$ cat config.mk
export PLATFORM = sky130hd
export DESIGN_NAME = focp_core
export DESIGN_NICKNAME = d
export VERILOG_FILES = /design/src/hdl/focp_pkg.sv /design/src/hdl/focp_core.sv
export SDC_FILE = /design/constraint.sdc
export NUM_CORES = 2
export LEC_CHECK = 0
export ABC_CLOCK_PERIOD_IN_PS = 14300
export BUFFER_PORTS_ARGS = -buffer_cell sky130_fd_sc_hd__buf_4
export CAP_MARGIN = 20
export CORE_ASPECT_RATIO = 1.4
export CORE_MARGIN = 3
export CORE_UTILIZATION = 64
export CTS_CLUSTER_SIZE = 28
export DETAILED_ROUTE_END_ITERATION = 10
export PLACE_DENSITY = 0.83
export REMOVE_ABC_BUFFERS = 1
export SLEW_MARGIN = 20
export SYNTH_ARGS = -nofsm -noshare
export SYNTH_HDL_FRONTEND = slang
export SYNTH_SLANG_ARGS = --single-unit
$ cat constraint.sdc
create_clock -name clk_sys -period 14.3 [get_ports clk_sys]
set_input_delay 2.86 -clock clk_sys [delete_from_list [all_inputs] [get_ports clk_sys]]
set_output_delay 2.86 -clock clk_sys [all_outputs]
set_load 0.02 [all_outputs]
$ cat src/hdl/focp_pkg.sv
package focp_pkg;

  // ----------------------------------------------------------------
  // Register offsets
  // ----------------------------------------------------------------
  localparam logic [15:0] ADDR_ANGLE_ADVANCE_GAIN    = 16'h80B8;
  localparam logic [15:0] ADDR_ALPHA_FLUX_START      = 16'h80D0;
  localparam logic [15:0] ADDR_BETA_FLUX_START       = 16'h80D2;
  localparam logic [15:0] ADDR_FLUX_FILTER_COEFF     = 16'h80D4;
  localparam logic [15:0] ADDR_ANGLE_ADVANCE_MAX     = 16'h80E2;
  localparam logic [15:0] ADDR_FLUX_LAG_COMP         = 16'h814A;
  localparam logic [15:0] ADDR_Q_AXIS_OUTPUT_LIMIT   = 16'h8174;
  localparam logic [15:0] ADDR_PLL_FREQ_LIMIT        = 16'h8254;
  localparam logic [15:0] ADDR_D_AXIS_OUTPUT_LIMIT   = 16'h826E;
  localparam logic [15:0] ADDR_TORQUE_CURRENT_CMD    = 16'h8292;
  localparam logic [15:0] ADDR_BUS_COMP_SCALER       = 16'h82CE;
  localparam logic [15:0] ADDR_SPEED_GAIN_FACTOR     = 16'h8318;
  localparam logic [15:0] ADDR_MINIMUM_SPEED         = 16'h8344;
  localparam logic [15:0] ADDR_DIRECTION_SELECT      = 16'h83D2;
  localparam logic [15:0] ADDR_FAULT_DISABLE_MASK    = 16'h8400;
  localparam logic [15:0] ADDR_MOTOR_CONTROL_FLAGS   = 16'h8402;
  localparam logic [15:0] ADDR_IRQ_STATUS            = 16'h8404;
  localparam logic [15:0] ADDR_IRQ_MASK              = 16'h8406;
  localparam logic [15:0] ADDR_CORE_STATUS           = 16'h8408;

  // ----------------------------------------------------------------
  // Fields and reset values
  // ----------------------------------------------------------------
  localparam int          ZERO_SPEED_DISABLE_BIT = 5;
  localparam int          QUAD_SCALE_BIT         = 0;
  localparam int          DOUBLE_SCALE_BIT       = 1;
  localparam int          IRQ_ZERO_SPEED_BIT     = 0;
  localparam int          IRQ_FLUX_LOAD_BIT      = 1;
  localparam logic [15:0] REG_RESET              = 16'h0000;
  localparam logic [15:0] READ_UNMAPPED          = 16'h0000;

  // ----------------------------------------------------------------
  // Scaling constants
  // ----------------------------------------------------------------
  localparam logic signed [15:0] FULL_MODULATION  = 16'sh0596;
  localparam logic signed [15:0] TORQUE_CMD_MIN   = -16'sh4000;
  localparam logic signed [15:0] TORQUE_CMD_MAX   = 16'sh3FFF;
  localparam logic [15:0]        RIGHT_ANGLE      = 16'h4000;
  localparam int                 MIN_SPEED_SHIFT  = 11;
  localparam int                 PLL_LIMIT_SHIFT  = 13;
  localparam int                 FLUX_FILT_SHIFT  = 18;
  localparam int                 ADV_GAIN_SHIFT   = 11;
  localparam int                 ADV_MAX_SHIFT    = 5;
  localparam int                 ZERO_SPEED_TIME_S = 2;
  localparam longint             CLK_HZ           = 250000000;
  localparam longint             ZERO_SPEED_CYCLES = ZERO_SPEED_TIME_S * CLK_HZ;

  typedef struct packed {
    logic        write;
    logic        read;
    logic [15:0] addr;
    logic [15:0] wdata;
  } focp_bus_type;

  typedef struct packed {
    logic signed [15:0] d_out;
    logic signed [15:0] q_out;
    logic signed [15:0] torque_cmd;
    logic        [15:0] current_angle;
    logic        [15:0] lag_angle;
  } focp_ctrl_type;

  typedef struct packed {
    logic signed [15:0] d_in;
    logic signed [15:0] q_in;
    logic signed [15:0] q_dyn_limit;
    logic        [15:0] speed;
    logic        [15:0] speed_cmd;
    logic        [15:0] top_speed;
    logic        [15:0] rotor_angle;
    logic signed [15:0] motor_current;
    logic signed [15:0] rotor_freq;
    logic signed [23:0] pll_integral;
    logic signed [15:0] alpha_volt;
    logic signed [15:0] beta_volt;
    logic               park_done;
    logic               running;
  } focp_meas_type;

  typedef enum logic [1:0] {
    FOCP_IDLE    = 2'b00,
    FOCP_PARKING = 2'b01,
    FOCP_RUNNING = 2'b10
  } focp_phase_type;

endpackage : focp_pkg

$ cat src/hdl/focp_core.sv
`timescale 1ns/1ns
// Contract
// - Clamp d-axis regulator output to programmed limit; 1430 is full modulation.
// - Clamp q-axis output to static limit; static limit caps the dynamic limit.
// - Direction 1 spins positive, 0 spins negative.
// - Signed torque command -16384..16383 feeds inner loop; 4095 is rated current.
// - Zero-speed fault when speed below half minimum for over two seconds.
// - Bit 5 of fault-disable mask skips zero-speed check.
// - Minimum speed 1..255, scaled by top speed over 2048, clamps command from below.
// - PLL integral limited to value times switching frequency times multiplier over 2^13.
// - Multiplier 4 if quad flag, else 2 if double flag, else 1.
// - Current vector at rotor angle plus 90 degrees plus gain-scaled advancement.
// - Advancement capped at programmed maximum, 0.17578 degrees per count.
// - Lag angle is estimated rotor frequency times lag time constant.
// - Flux estimates load from signed start values right after parking.
// - Flux from first-order low-pass integrator set by filter coefficient.
module focp_core #(
  parameter longint ZERO_SPEED_LIMIT = focp_pkg::ZERO_SPEED_CYCLES
) (
  input  wire logic                    clk_sys,
  input  wire logic                    reset,
  input  wire logic                    clk_en,
  input  wire focp_pkg::focp_bus_type  bus,
  output logic [15:0]                  rdata,
  input  wire logic                    ctrl_update,
  input  wire focp_pkg::focp_meas_type meas,
  output focp_pkg::focp_ctrl_type      ctrl,
  output logic                         direction_positive,
  output logic signed [23:0]           pll_limited,
  output logic signed [15:0]           flux_alpha,
  output logic signed [15:0]           flux_beta,
  output logic [15:0]                  speed_cmd_clamped,
  output logic                         zero_speed_fault,
  output logic                         irq
);
  import focp_pkg::*;

  // ----------------------------------------------------------------
  // Helpers
  // ----------------------------------------------------------------
  function automatic logic signed [15:0] clamp_sym(input logic signed [15:0] v,
                                                   input logic signed [15:0] lim);
    logic signed [15:0] l;
    l = (lim < 0) ? 16'sh0000 : lim;
    if (v > l)
      clamp_sym = l;
    else if (v < -l)
      clamp_sym = -l;
    else
      clamp_sym = v;
  endfunction : clamp_sym

  function automatic logic signed [15:0] lp_step(input logic signed [15:0] f,
                                                 input logic signed [15:0] v,
                                                 input logic [15:0] k);
    logic signed [47:0] d;
    d = (48'(v) - 48'(f)) * $signed({1'b0, k[12:0]});
    lp_step = f + 16'(d >>> FLUX_FILT_SHIFT);
  endfunction : lp_step

  // ----------------------------------------------------------------
  // Registers
  // ----------------------------------------------------------------
  logic [15:0] angle_advance_gain, alpha_flux_start, beta_flux_start, flux_filter_coefficient;
  logic [15:0] angle_advance_max, flux_lag_compensation, q_axis_output_limit;
  logic [15:0] pll_output_frequency_limit, d_axis_output_limit, torque_current_command;
  logic [15:0] bus_comp_scaler, speed_gain_factor, minimum_speed, direction_select;
  logic [15:0] fault_disable_mask, motor_control_flags, irq_status, irq_mask;
  // Shadows: a write applies from the next control update
  logic [15:0] act_dlim, act_qlim, act_trq, act_min, act_dir, act_pll, act_gain, act_max, act_lag;
  logic [15:0] act_fa, act_fb, act_tau, act_flags, act_fdis;
  logic        park_seen;
  logic [31:0] zero_count;
  logic        zero_event;
  logic        flux_event;

  always_ff @(posedge clk_sys) begin
    if (reset) begin
      angle_advance_gain         <= REG_RESET;
      alpha_flux_start           <= REG_RESET;
      beta_flux_start            <= REG_RESET;
      flux_filter_coefficient    <= REG_RESET;
      angle_advance_max          <= REG_RESET;
      flux_lag_compensation      <= REG_RESET;
      q_axis_output_limit        <= REG_RESET;
      pll_output_frequency_limit <= REG_RESET;
      d_axis_output_limit        <= REG_RESET;
      torque_current_command     <= REG_RESET;
      bus_comp_scaler            <= REG_RESET;
      speed_gain_factor          <= REG_RESET;
      minimum_speed              <= REG_RESET;
      direction_select           <= REG_RESET;
      fault_disable_mask         <= REG_RESET;
      motor_control_flags        <= REG_RESET;
      irq_mask                   <= REG_RESET;
    end else if (clk_en && bus.write) begin
      case (bus.addr)
        ADDR_ANGLE_ADVANCE_GAIN:  angle_advance_gain         <= bus.wdata;
        ADDR_ALPHA_FLUX_START:    alpha_flux_start           <= bus.wdata;
        ADDR_BETA_FLUX_START:     beta_flux_start            <= bus.wdata;
        ADDR_FLUX_FILTER_COEFF:   flux_filter_coefficient    <= bus.wdata;
        ADDR_ANGLE_ADVANCE_MAX:   angle_advance_max          <= bus.wdata;
        ADDR_FLUX_LAG_COMP:       flux_lag_compensation      <= bus.wdata;
        ADDR_Q_AXIS_OUTPUT_LIMIT: q_axis_output_limit        <= bus.wdata;
        ADDR_PLL_FREQ_LIMIT:      pll_output_frequency_limit <= bus.wdata;
        ADDR_D_AXIS_OUTPUT_LIMIT: d_axis_output_limit        <= bus.wdata;
        ADDR_TORQUE_CURRENT_CMD:  torque_current_command     <= bus.wdata;
        ADDR_BUS_COMP_SCALER:     bus_comp_scaler            <= bus.wdata;
        ADDR_SPEED_GAIN_FACTOR:   speed_gain_factor          <= bus.wdata;
        ADDR_MINIMUM_SPEED:       minimum_speed              <= bus.wdata;
        ADDR_DIRECTION_SELECT:    direction_select           <= bus.wdata;
        ADDR_FAULT_DISABLE_MASK:  fault_disable_mask         <= bus.wdata;
        ADDR_MOTOR_CONTROL_FLAGS: motor_control_flags        <= bus.wdata;
        ADDR_IRQ_MASK:            irq_mask                   <= bus.wdata;
        default: ;
      endcase
    end
  end

  // ----------------------------------------------------------------
  // Parameter shadow, loaded on control update
  // ----------------------------------------------------------------
  always_ff @(posedge clk_sys) begin
    if (reset) begin
      act_dlim  <= REG_RESET;
      act_qlim  <= REG_RESET;
      act_trq   <= REG_RESET;
      act_min   <= REG_RESET;
      act_dir   <= REG_RESET;
      act_pll   <= REG_RESET;
      act_gain  <= REG_RESET;
      act_max   <= REG_RESET;
      act_lag   <= REG_RESET;
      act_fa    <= REG_RESET;
      act_fb    <= REG_RESET;
      act_tau   <= REG_RESET;
      act_flags <= REG_RESET;
      act_fdis  <= REG_RESET;
    end else if (clk_en && ctrl_update) begin
      act_dlim  <= d_axis_output_limit;
      act_qlim  <= q_axis_output_limit;
      act_trq   <= torque_current_command;
      act_min   <= minimum_speed;
      act_dir   <= direction_select;
      act_pll   <= pll_output_frequency_limit;
      act_gain  <= angle_advance_gain;
      act_max   <= angle_advance_max;
      act_lag   <= flux_lag_compensation;
      act_fa    <= alpha_flux_start;
      act_fb    <= beta_flux_start;
      act_tau   <= flux_filter_coefficient;
      act_flags <= motor_control_flags;
      act_fdis  <= fault_disable_mask;
    end
  end

  // ----------------------------------------------------------------
  // Regulator limits, command and angle
  // ----------------------------------------------------------------
  logic signed [15:0] q_lim;
  logic signed [15:0] trq_cmd;
  logic [15:0]        min_speed_rpm;
  logic [2:0]         freq_mult;
  logic signed [39:0] pll_lim_full;
  logic [31:0]        adv_raw;
  logic [15:0]        adv;
  logic signed [31:0] lag_full;

  always_comb begin
    // Smaller of the static and dynamic limits applies, so each bounds the other
    q_lim = (meas.q_dyn_limit < $signed(act_qlim)) ? meas.q_dyn_limit : $signed(act_qlim);
    trq_cmd = $signed(act_trq);
    if (trq_cmd < TORQUE_CMD_MIN)
      trq_cmd = TORQUE_CMD_MIN;
    else if (trq_cmd > TORQUE_CMD_MAX)
      trq_cmd = TORQUE_CMD_MAX;
    min_speed_rpm = 16'((32'(act_min[7:0]) * 32'(meas.top_speed)) >> MIN_SPEED_SHIFT);
    if (act_flags[QUAD_SCALE_BIT])
      freq_mult = 3'd4;
    else if (act_flags[DOUBLE_SCALE_BIT])
      freq_mult = 3'd2;
    else
      freq_mult = 3'd1;
    // Switching frequency and 2^13 live in the count scaling
    pll_lim_full = 40'($signed({1'b0, act_pll[7:0]})) * 40'($signed({1'b0, freq_mult}));
    // At rated current one gain step is two 0.17578 deg counts
    adv_raw = (32'(act_gain[7:0]) * 32'(meas.motor_current < 0 ? -meas.motor_current
                                                               : meas.motor_current)) >> ADV_GAIN_SHIFT;
    adv = (adv_raw > 32'(act_max)) ? act_max : adv_raw[15:0];
    lag_full = 32'(meas.rotor_freq) * $signed({1'b0, act_lag[14:0]});
  end

  always_ff @(posedge clk_sys) begin
    if (reset) begin
      ctrl               <= '0;
      direction_positive <= 1'b0;
      pll_limited        <= '0;
      speed_cmd_clamped  <= '0;
    end else if (clk_en) begin
      ctrl.d_out         <= clamp_sym(meas.d_in, $signed(act_dlim));
      ctrl.q_out         <= clamp_sym(meas.q_in, q_lim);
      ctrl.torque_cmd    <= trq_cmd;
      ctrl.current_angle <= meas.rotor_angle + RIGHT_ANGLE + (adv << ADV_MAX_SHIFT);
      ctrl.lag_angle     <= 16'(lag_full >>> PLL_LIMIT_SHIFT);
      direction_positive <= act_dir[0];
      if (meas.pll_integral > 24'(pll_lim_full))
        pll_limited <= 24'(pll_lim_full);
      else if (meas.pll_integral < -24'(pll_lim_full))
        pll_limited <= -24'(pll_lim_full);
      else
        pll_limited <= meas.pll_integral;
      speed_cmd_clamped  <= (meas.speed_cmd < min_speed_rpm) ? min_speed_rpm : meas.speed_cmd;
    end
  end

  // ----------------------------------------------------------------
  // Flux estimator
  // ----------------------------------------------------------------
  always_ff @(posedge clk_sys) begin
    if (reset) begin
      flux_alpha <= '0;
      flux_beta  <= '0;
      park_seen  <= 1'b0;
      flux_event <= 1'b0;
    end else if (clk_en) begin
      park_seen  <= meas.park_done;
      flux_event <= 1'b0;
      if (meas.park_done && !park_seen) begin
        flux_alpha <= 16'($signed(act_fa[7:0]));
        flux_beta  <= 16'($signed(act_fb[7:0]));
        flux_event <= 1'b1;
      end else if (ctrl_update) begin
        flux_alpha <= lp_step(flux_alpha, meas.alpha_volt, act_tau);
        flux_beta  <= lp_step(flux_beta, meas.beta_volt, act_tau);
      end
    end
  end

  // ----------------------------------------------------------------
  // Zero-speed fault
  // ----------------------------------------------------------------
  always_ff @(posedge clk_sys) begin
    if (reset) begin
      zero_count       <= '0;
      zero_speed_fault <= 1'b0;
      zero_event       <= 1'b0;
    end else if (clk_en) begin
      zero_event <= 1'b0;
      if (act_fdis[ZERO_SPEED_DISABLE_BIT] || !meas.running ||
          meas.speed >= (min_speed_rpm >> 1)) begin
        zero_count <= '0;
      end else if (64'(zero_count) < ZERO_SPEED_LIMIT) begin
        zero_count <= zero_count + 32'd1;
      end else if (!zero_speed_fault) begin
        zero_speed_fault <= 1'b1;
        zero_event       <= 1'b1;
      end
      if (!meas.running)
        zero_speed_fault <= 1'b0;
    end
  end

  // ----------------------------------------------------------------
  // Interrupts and read-back
  // ----------------------------------------------------------------
  always_ff @(posedge clk_sys) begin
    if (reset) begin
      irq_status <= '0;
      irq        <= 1'b0;
    end else if (clk_en) begin
      // Set beats a simultaneous write-one-to-clear
      irq_status <= (irq_status & ~((bus.write && bus.addr == ADDR_IRQ_STATUS) ? bus.wdata : 16'h0000))
                    | {14'h0000, flux_event, zero_event};
      irq        <= |(irq_status & irq_mask);
    end
  end

  always_ff @(posedge clk_sys) begin
    if (reset) begin
      rdata <= '0;
    end else if (clk_en) begin
      if (bus.read) begin
        case (bus.addr)
          ADDR_ANGLE_ADVANCE_GAIN:  rdata <= angle_advance_gain;
          ADDR_ALPHA_FLUX_START:    rdata <= alpha_flux_start;
          ADDR_BETA_FLUX_START:     rdata <= beta_flux_start;
          ADDR_FLUX_FILTER_COEFF:   rdata <= flux_filter_coefficient;
          ADDR_ANGLE_ADVANCE_MAX:   rdata <= angle_advance_max;
          ADDR_FLUX_LAG_COMP:       rdata <= flux_lag_compensation;
          ADDR_Q_AXIS_OUTPUT_LIMIT: rdata <= q_axis_output_limit;
          ADDR_PLL_FREQ_LIMIT:      rdata <= pll_output_frequency_limit;
          ADDR_D_AXIS_OUTPUT_LIMIT: rdata <= d_axis_output_limit;
          ADDR_TORQUE_CURRENT_CMD:  rdata <= torque_current_command;
          ADDR_BUS_COMP_SCALER:     rdata <= bus_comp_scaler;
          ADDR_SPEED_GAIN_FACTOR:   rdata <= speed_gain_factor;
          ADDR_MINIMUM_SPEED:       rdata <= minimum_speed;
          ADDR_DIRECTION_SELECT:    rdata <= direction_select;
          ADDR_FAULT_DISABLE_MASK:  rdata <= fault_disable_mask;
          ADDR_MOTOR_CONTROL_FLAGS: rdata <= motor_control_flags;
          ADDR_IRQ_STATUS:          rdata <= irq_status;
          ADDR_IRQ_MASK:            rdata <= irq_mask;
          ADDR_CORE_STATUS:         rdata <= {13'h0000, freq_mult == 3'd4, zero_speed_fault, direction_positive};
          default:                  rdata <= READ_UNMAPPED;
        endcase
      end else begin
        rdata <= '0;
      end
    end
  end

endmodule : focp_core

==> reports/metrics.csv <==
stage,metric,value,unit
pwr,internal power,3.30,mW
placed_design,gpl congestion,0.997,
sta,Fin. Hold Viols,0,
routing,Final ANT Viol Nets,0,
sta,fin. max-slew vios,0,
sta,Rel. slew slack,7.52,%
clocking,clock transition at the registers of the reported paths,60,ps
sta,hold slack,453,ps
sta,Max Freq,0.0741,GHz
routing,final wirelength,193,mm
synth,Synth top area share,26.9,%
clocking,Bufs on Longest Clock Path,3,
synth,"Avg Cell Area, Syn",8.41,sq um
synth,unique cell type count in the Yosys netlist,92,
die,row count,139,
clocking,CTS Hold Buffers Added,0,
pwr,Max VDD drop,111,uV
pwr,Logic pwr share,30.1,%
worst_setup_path,crit end category,register,
worst_setup_path,kind of critical path,input pin to register,
sta,Worst Max-Slew Pin Slew,1390,ps
pwr,leakage,33.1,nW
worst_setup_path,Crit Path Max Fanout,14,
routing,DRC viols,0,
sta,Setup TNS,0,ps
layout,fin area,73400,sq um
worst_setup_path,critical path launch point type,input pin,
layout,Fillers,8009,
clocking,Root Buffer Master,clkbuf_16,
run_status,status,finished clean,
routing,drt via density,5.99,
synth,"area leader, netlist",fa_1,
clocking,CTS Sinks,630,
pwr,switching part of the total,34.0,%
layout,Area growth syn-to-layout,9.83,%
worst_setup_path,"Slowest-stage cell, CP",a2111oi_0,
synth,"FF+latch count, synth",630,
placed_design,dpl cell area,71300,sq um
routing,drt wl/cell,20.2,um
pwr,Reg power frac,36.4,%
worst_setup_path,crit-path max cell delay,710,ps
routing,DR vias,57401,
grt,initial antenna violation count,18,
sta,crit share post-route,94.3,%
worst_setup_path,WP data required,14830,ps
layout,Layout Nets,9869,
layout,post-layout util,71.2,%
clocking,H-tree lvl count,2,
sta,Tmin final,13490,ps
die,total I/O pin count,411,
synth,async set or reset register ratio after synthesis,0,%
grt,pin count of the biggest net entering global routing,117,
pwr,P per Cell Area,68.2,nW/um^2
clocking,CTS Buf Count,60,
grt,vias in the first global route,59396,
placed_design,# port buffers,410,
die,die width,279,um
placed_design,DP Wirelength,149,mm
run,Max-Cap Viols,0,
layout,largest reg by FF count,ctrl,
worst_setup_path,"Data arrival, critical path",14020,ps
pwr,clock network power share,33.5,%
pwr,net switching power,1.70,mW
sta,Worst Skew,26.1,ps
layout,max reg flops,80,
synth,top_reg_cell synth,dfxtp_1,
synth,Gate Count Post-Synth,7942,
grt,total gr overflow,0,
routing,router iterations before antenna repair,8,
synth,"Seq/Total Area, Yosys",18.9,%
die,Core Footprint,103000,sq um
clocking,Clock Latency Late Sink,660,ps
sta,final setup violation count,0,
synth,top post-synthesis cells by area,"fa_1 27%, dfxtp_1 19%, ha_1 10%",
hold_path,Worst Hold Class,register to register,
die,Die Ht,388,um
layout,biggest regs,"ctrl: 80 flops, zero_count: 32 flops, pll_limited: 24 flops",
clocking,CTS tree,done,
grt,Total GRT Usage,35.8,%
die,DIE AREA,108000,sq um
synth,Post-synth EDFFs,0,
sta,RSZ-0062 raised after global routing,false,
die,Initial Util,64.8,%
synth,Synth Warn #,0,
routing,DR iter-0 viols,4761,
grt,first-pass GRT wire length,310,mm
synth,Post-Syn Area,66800,sq um
layout,layout cells sized above 1,8.33,%
==> layer usage <==
layer / GRT usage (%) / share of wire [%] / vias up
met5: 0 / 0.017 / -
met4: 24.5 / 8.2 / 4
met3: 6.37 / 8.4 / 789
met2: 60.9 / 49 / 2591
met1: 41.0 / 35 / 28028
li1: - / - / 25989
==> stage by stage <==
| step | instances | setup slack [ps] | total power, mW |
|---|---|---|---|
| after floorplan | 7615 | 1250 | 2.77 |
| after CTS | 9570 | 602 | 4.91 |
| after global placement | 9462 | 324 | 3.22 |
| after global routing | 9587 | 46.6 | 5.25 |
| final | 9588 | 808 | 5.00 |
| after detailed placement | 9462 | -28.7 | 3.25 |
==> critical path, delay by kind of cell <==
| family | cells | cell delay (ps) |
|---|---|---|
| XOR/XNOR | 4 | 1100 |
| AO/OA/AOI/OAI | 20 | 5240 |
| AND/OR/NAND/NOR | 5 | 1030 |
| adder cells (fa/ha/maj) | 9 | 3400 |
| buffers and inverters | 5 | 370 |
==> cell type report <==
class	count	area, sq um	area share (%)
repair buffers	510	3840	5.24
diodes	16	40.0	0.0546
clock inverters	27	292	0.397
inverters	1068	4010	5.46
multi-input cells	5917	49200	67.0
well taps	1339	1680	2.28
clock buffers	81	1740	2.37
flip-flops and latches	630	12600	17.2
==> logic make-up (layout without fill, tap and decap cells) <==
logic type / after synthesis / in the layout / share of synthesized area, %
adders and majority gates: 1442 / 1442 / 37.1
other: 2 / 108 / 0.0112
buffers and inverters: 1485 / 1686 / 8.38
and+or+nand+nor: 2771 / 2771 / 18.9
AOI/OAI and AO/OA: 1311 / 1311 / 12.6
muxes: 78 / 78 / 1.19
DFF: 630 / 630 / 18.9
xor gates and xnor gates: 223 / 223 / 2.92
==> cell usage after synthesis (18+ instances only) <==
| cell | number |
|---|---|
| buf_1 | 21 |
| o21a_1 | 45 |
| fa_1 | 899 |
| inv_1 | 1067 |
| dfxtp_1 | 630 |
| nand4_1 | 50 |
| xor2_1 | 74 |
| nand2_1 | 1505 |
| or3_1 | 25 |
| nor4_1 | 37 |
| o21ai_0 | 115 |
| xnor2_1 | 149 |
| a311oi_1 | 35 |
| mux2i_1 | 65 |
| a21o_1 | 82 |
| a221oi_1 | 61 |
| nor2_1 | 327 |
| ha_1 | 543 |
| nand3_1 | 75 |
| nand2b_1 | 39 |
| nor3_1 | 76 |
| a22oi_1 | 63 |
| and2_1 | 406 |
| a31oi_1 | 18 |
| a211oi_1 | 52 |
| clkbuf_1 | 387 |
| o21bai_1 | 27 |
| and3_1 | 39 |
| nor2b_1 | 136 |
| a21oi_1 | 603 |
| a22o_1 | 41 |
==> power by group through the flow <==
| stage | registers, mW | clock network (mW) | logic (mW) |
|---|---|---|---|
| 2_1_floorplan | 1.88 | 0 | 0.896 |
| 3_3_place_gp | 1.86 | 0 | 1.36 |
| 3_5_place_dp | 1.86 | 0 | 1.39 |
| 4_1_cts | 1.82 | 1.69 | 1.40 |
| 5_1_grt | 1.82 | 1.76 | 1.67 |
| 6_report | 1.82 | 1.68 | 1.50 |
==> path summary, 6_finish.rpt <==
check | end | from | cells after the start | slack [ps]
setup reg to reg | flux_beta[15] | flux_beta[1] | 45 | 2560
hold reg to reg | direction_select[8] | direction_select[8] | 2 | 450
hold / removal | direction_select[8] | direction_select[8] | 2 | 450
setup / recovery | ctrl[31] | meas[74] | 43 | 810
==> repair_timing <==
item | in CTS | in global routing
endpoints found under the setup margin | 0 | 2
setup buffers | 0 | 1
resized for setup | 0 | 3
==> layout by cell type (no fill, tap or decap), types with 35 or more instances in the layout <==
| cell type | synthesis | layout |
|---|---|---|
| dfxtp_1 | 630 | 628 |
| nor3_1 | 76 | 71 |
| nand4_1 | 50 | 50 |
| a211oi_1 | 52 | 50 |
| clkbuf_16 | 0 | 61 |
| a22oi_1 | 63 | 63 |
| ha_1 | 543 | 543 |
| and3_1 | 39 | 39 |
| inv_1 | 1067 | 1066 |
| nand2_1 | 1505 | 1504 |
| nand2b_1 | 39 | 39 |
| a311oi_1 | 35 | 35 |
| xnor2_1 | 149 | 145 |
| o21a_1 | 45 | 45 |
| o21ai_0 | 115 | 114 |
| and2_1 | 406 | 405 |
| a21o_1 | 82 | 82 |
| nor2_1 | 327 | 326 |
| a22o_1 | 41 | 41 |
| buf_4 | 1 | 507 |
| fa_1 | 899 | 899 |
| conb_1 | 2 | 92 |
| xor2_1 | 74 | 74 |
| nand3_1 | 75 | 75 |
| mux2i_1 | 65 | 65 |
| a21oi_1 | 603 | 601 |
| nor2b_1 | 136 | 135 |
| a221oi_1 | 61 | 61 |
No activity file was read; power rests on OpenSTA's default activity.
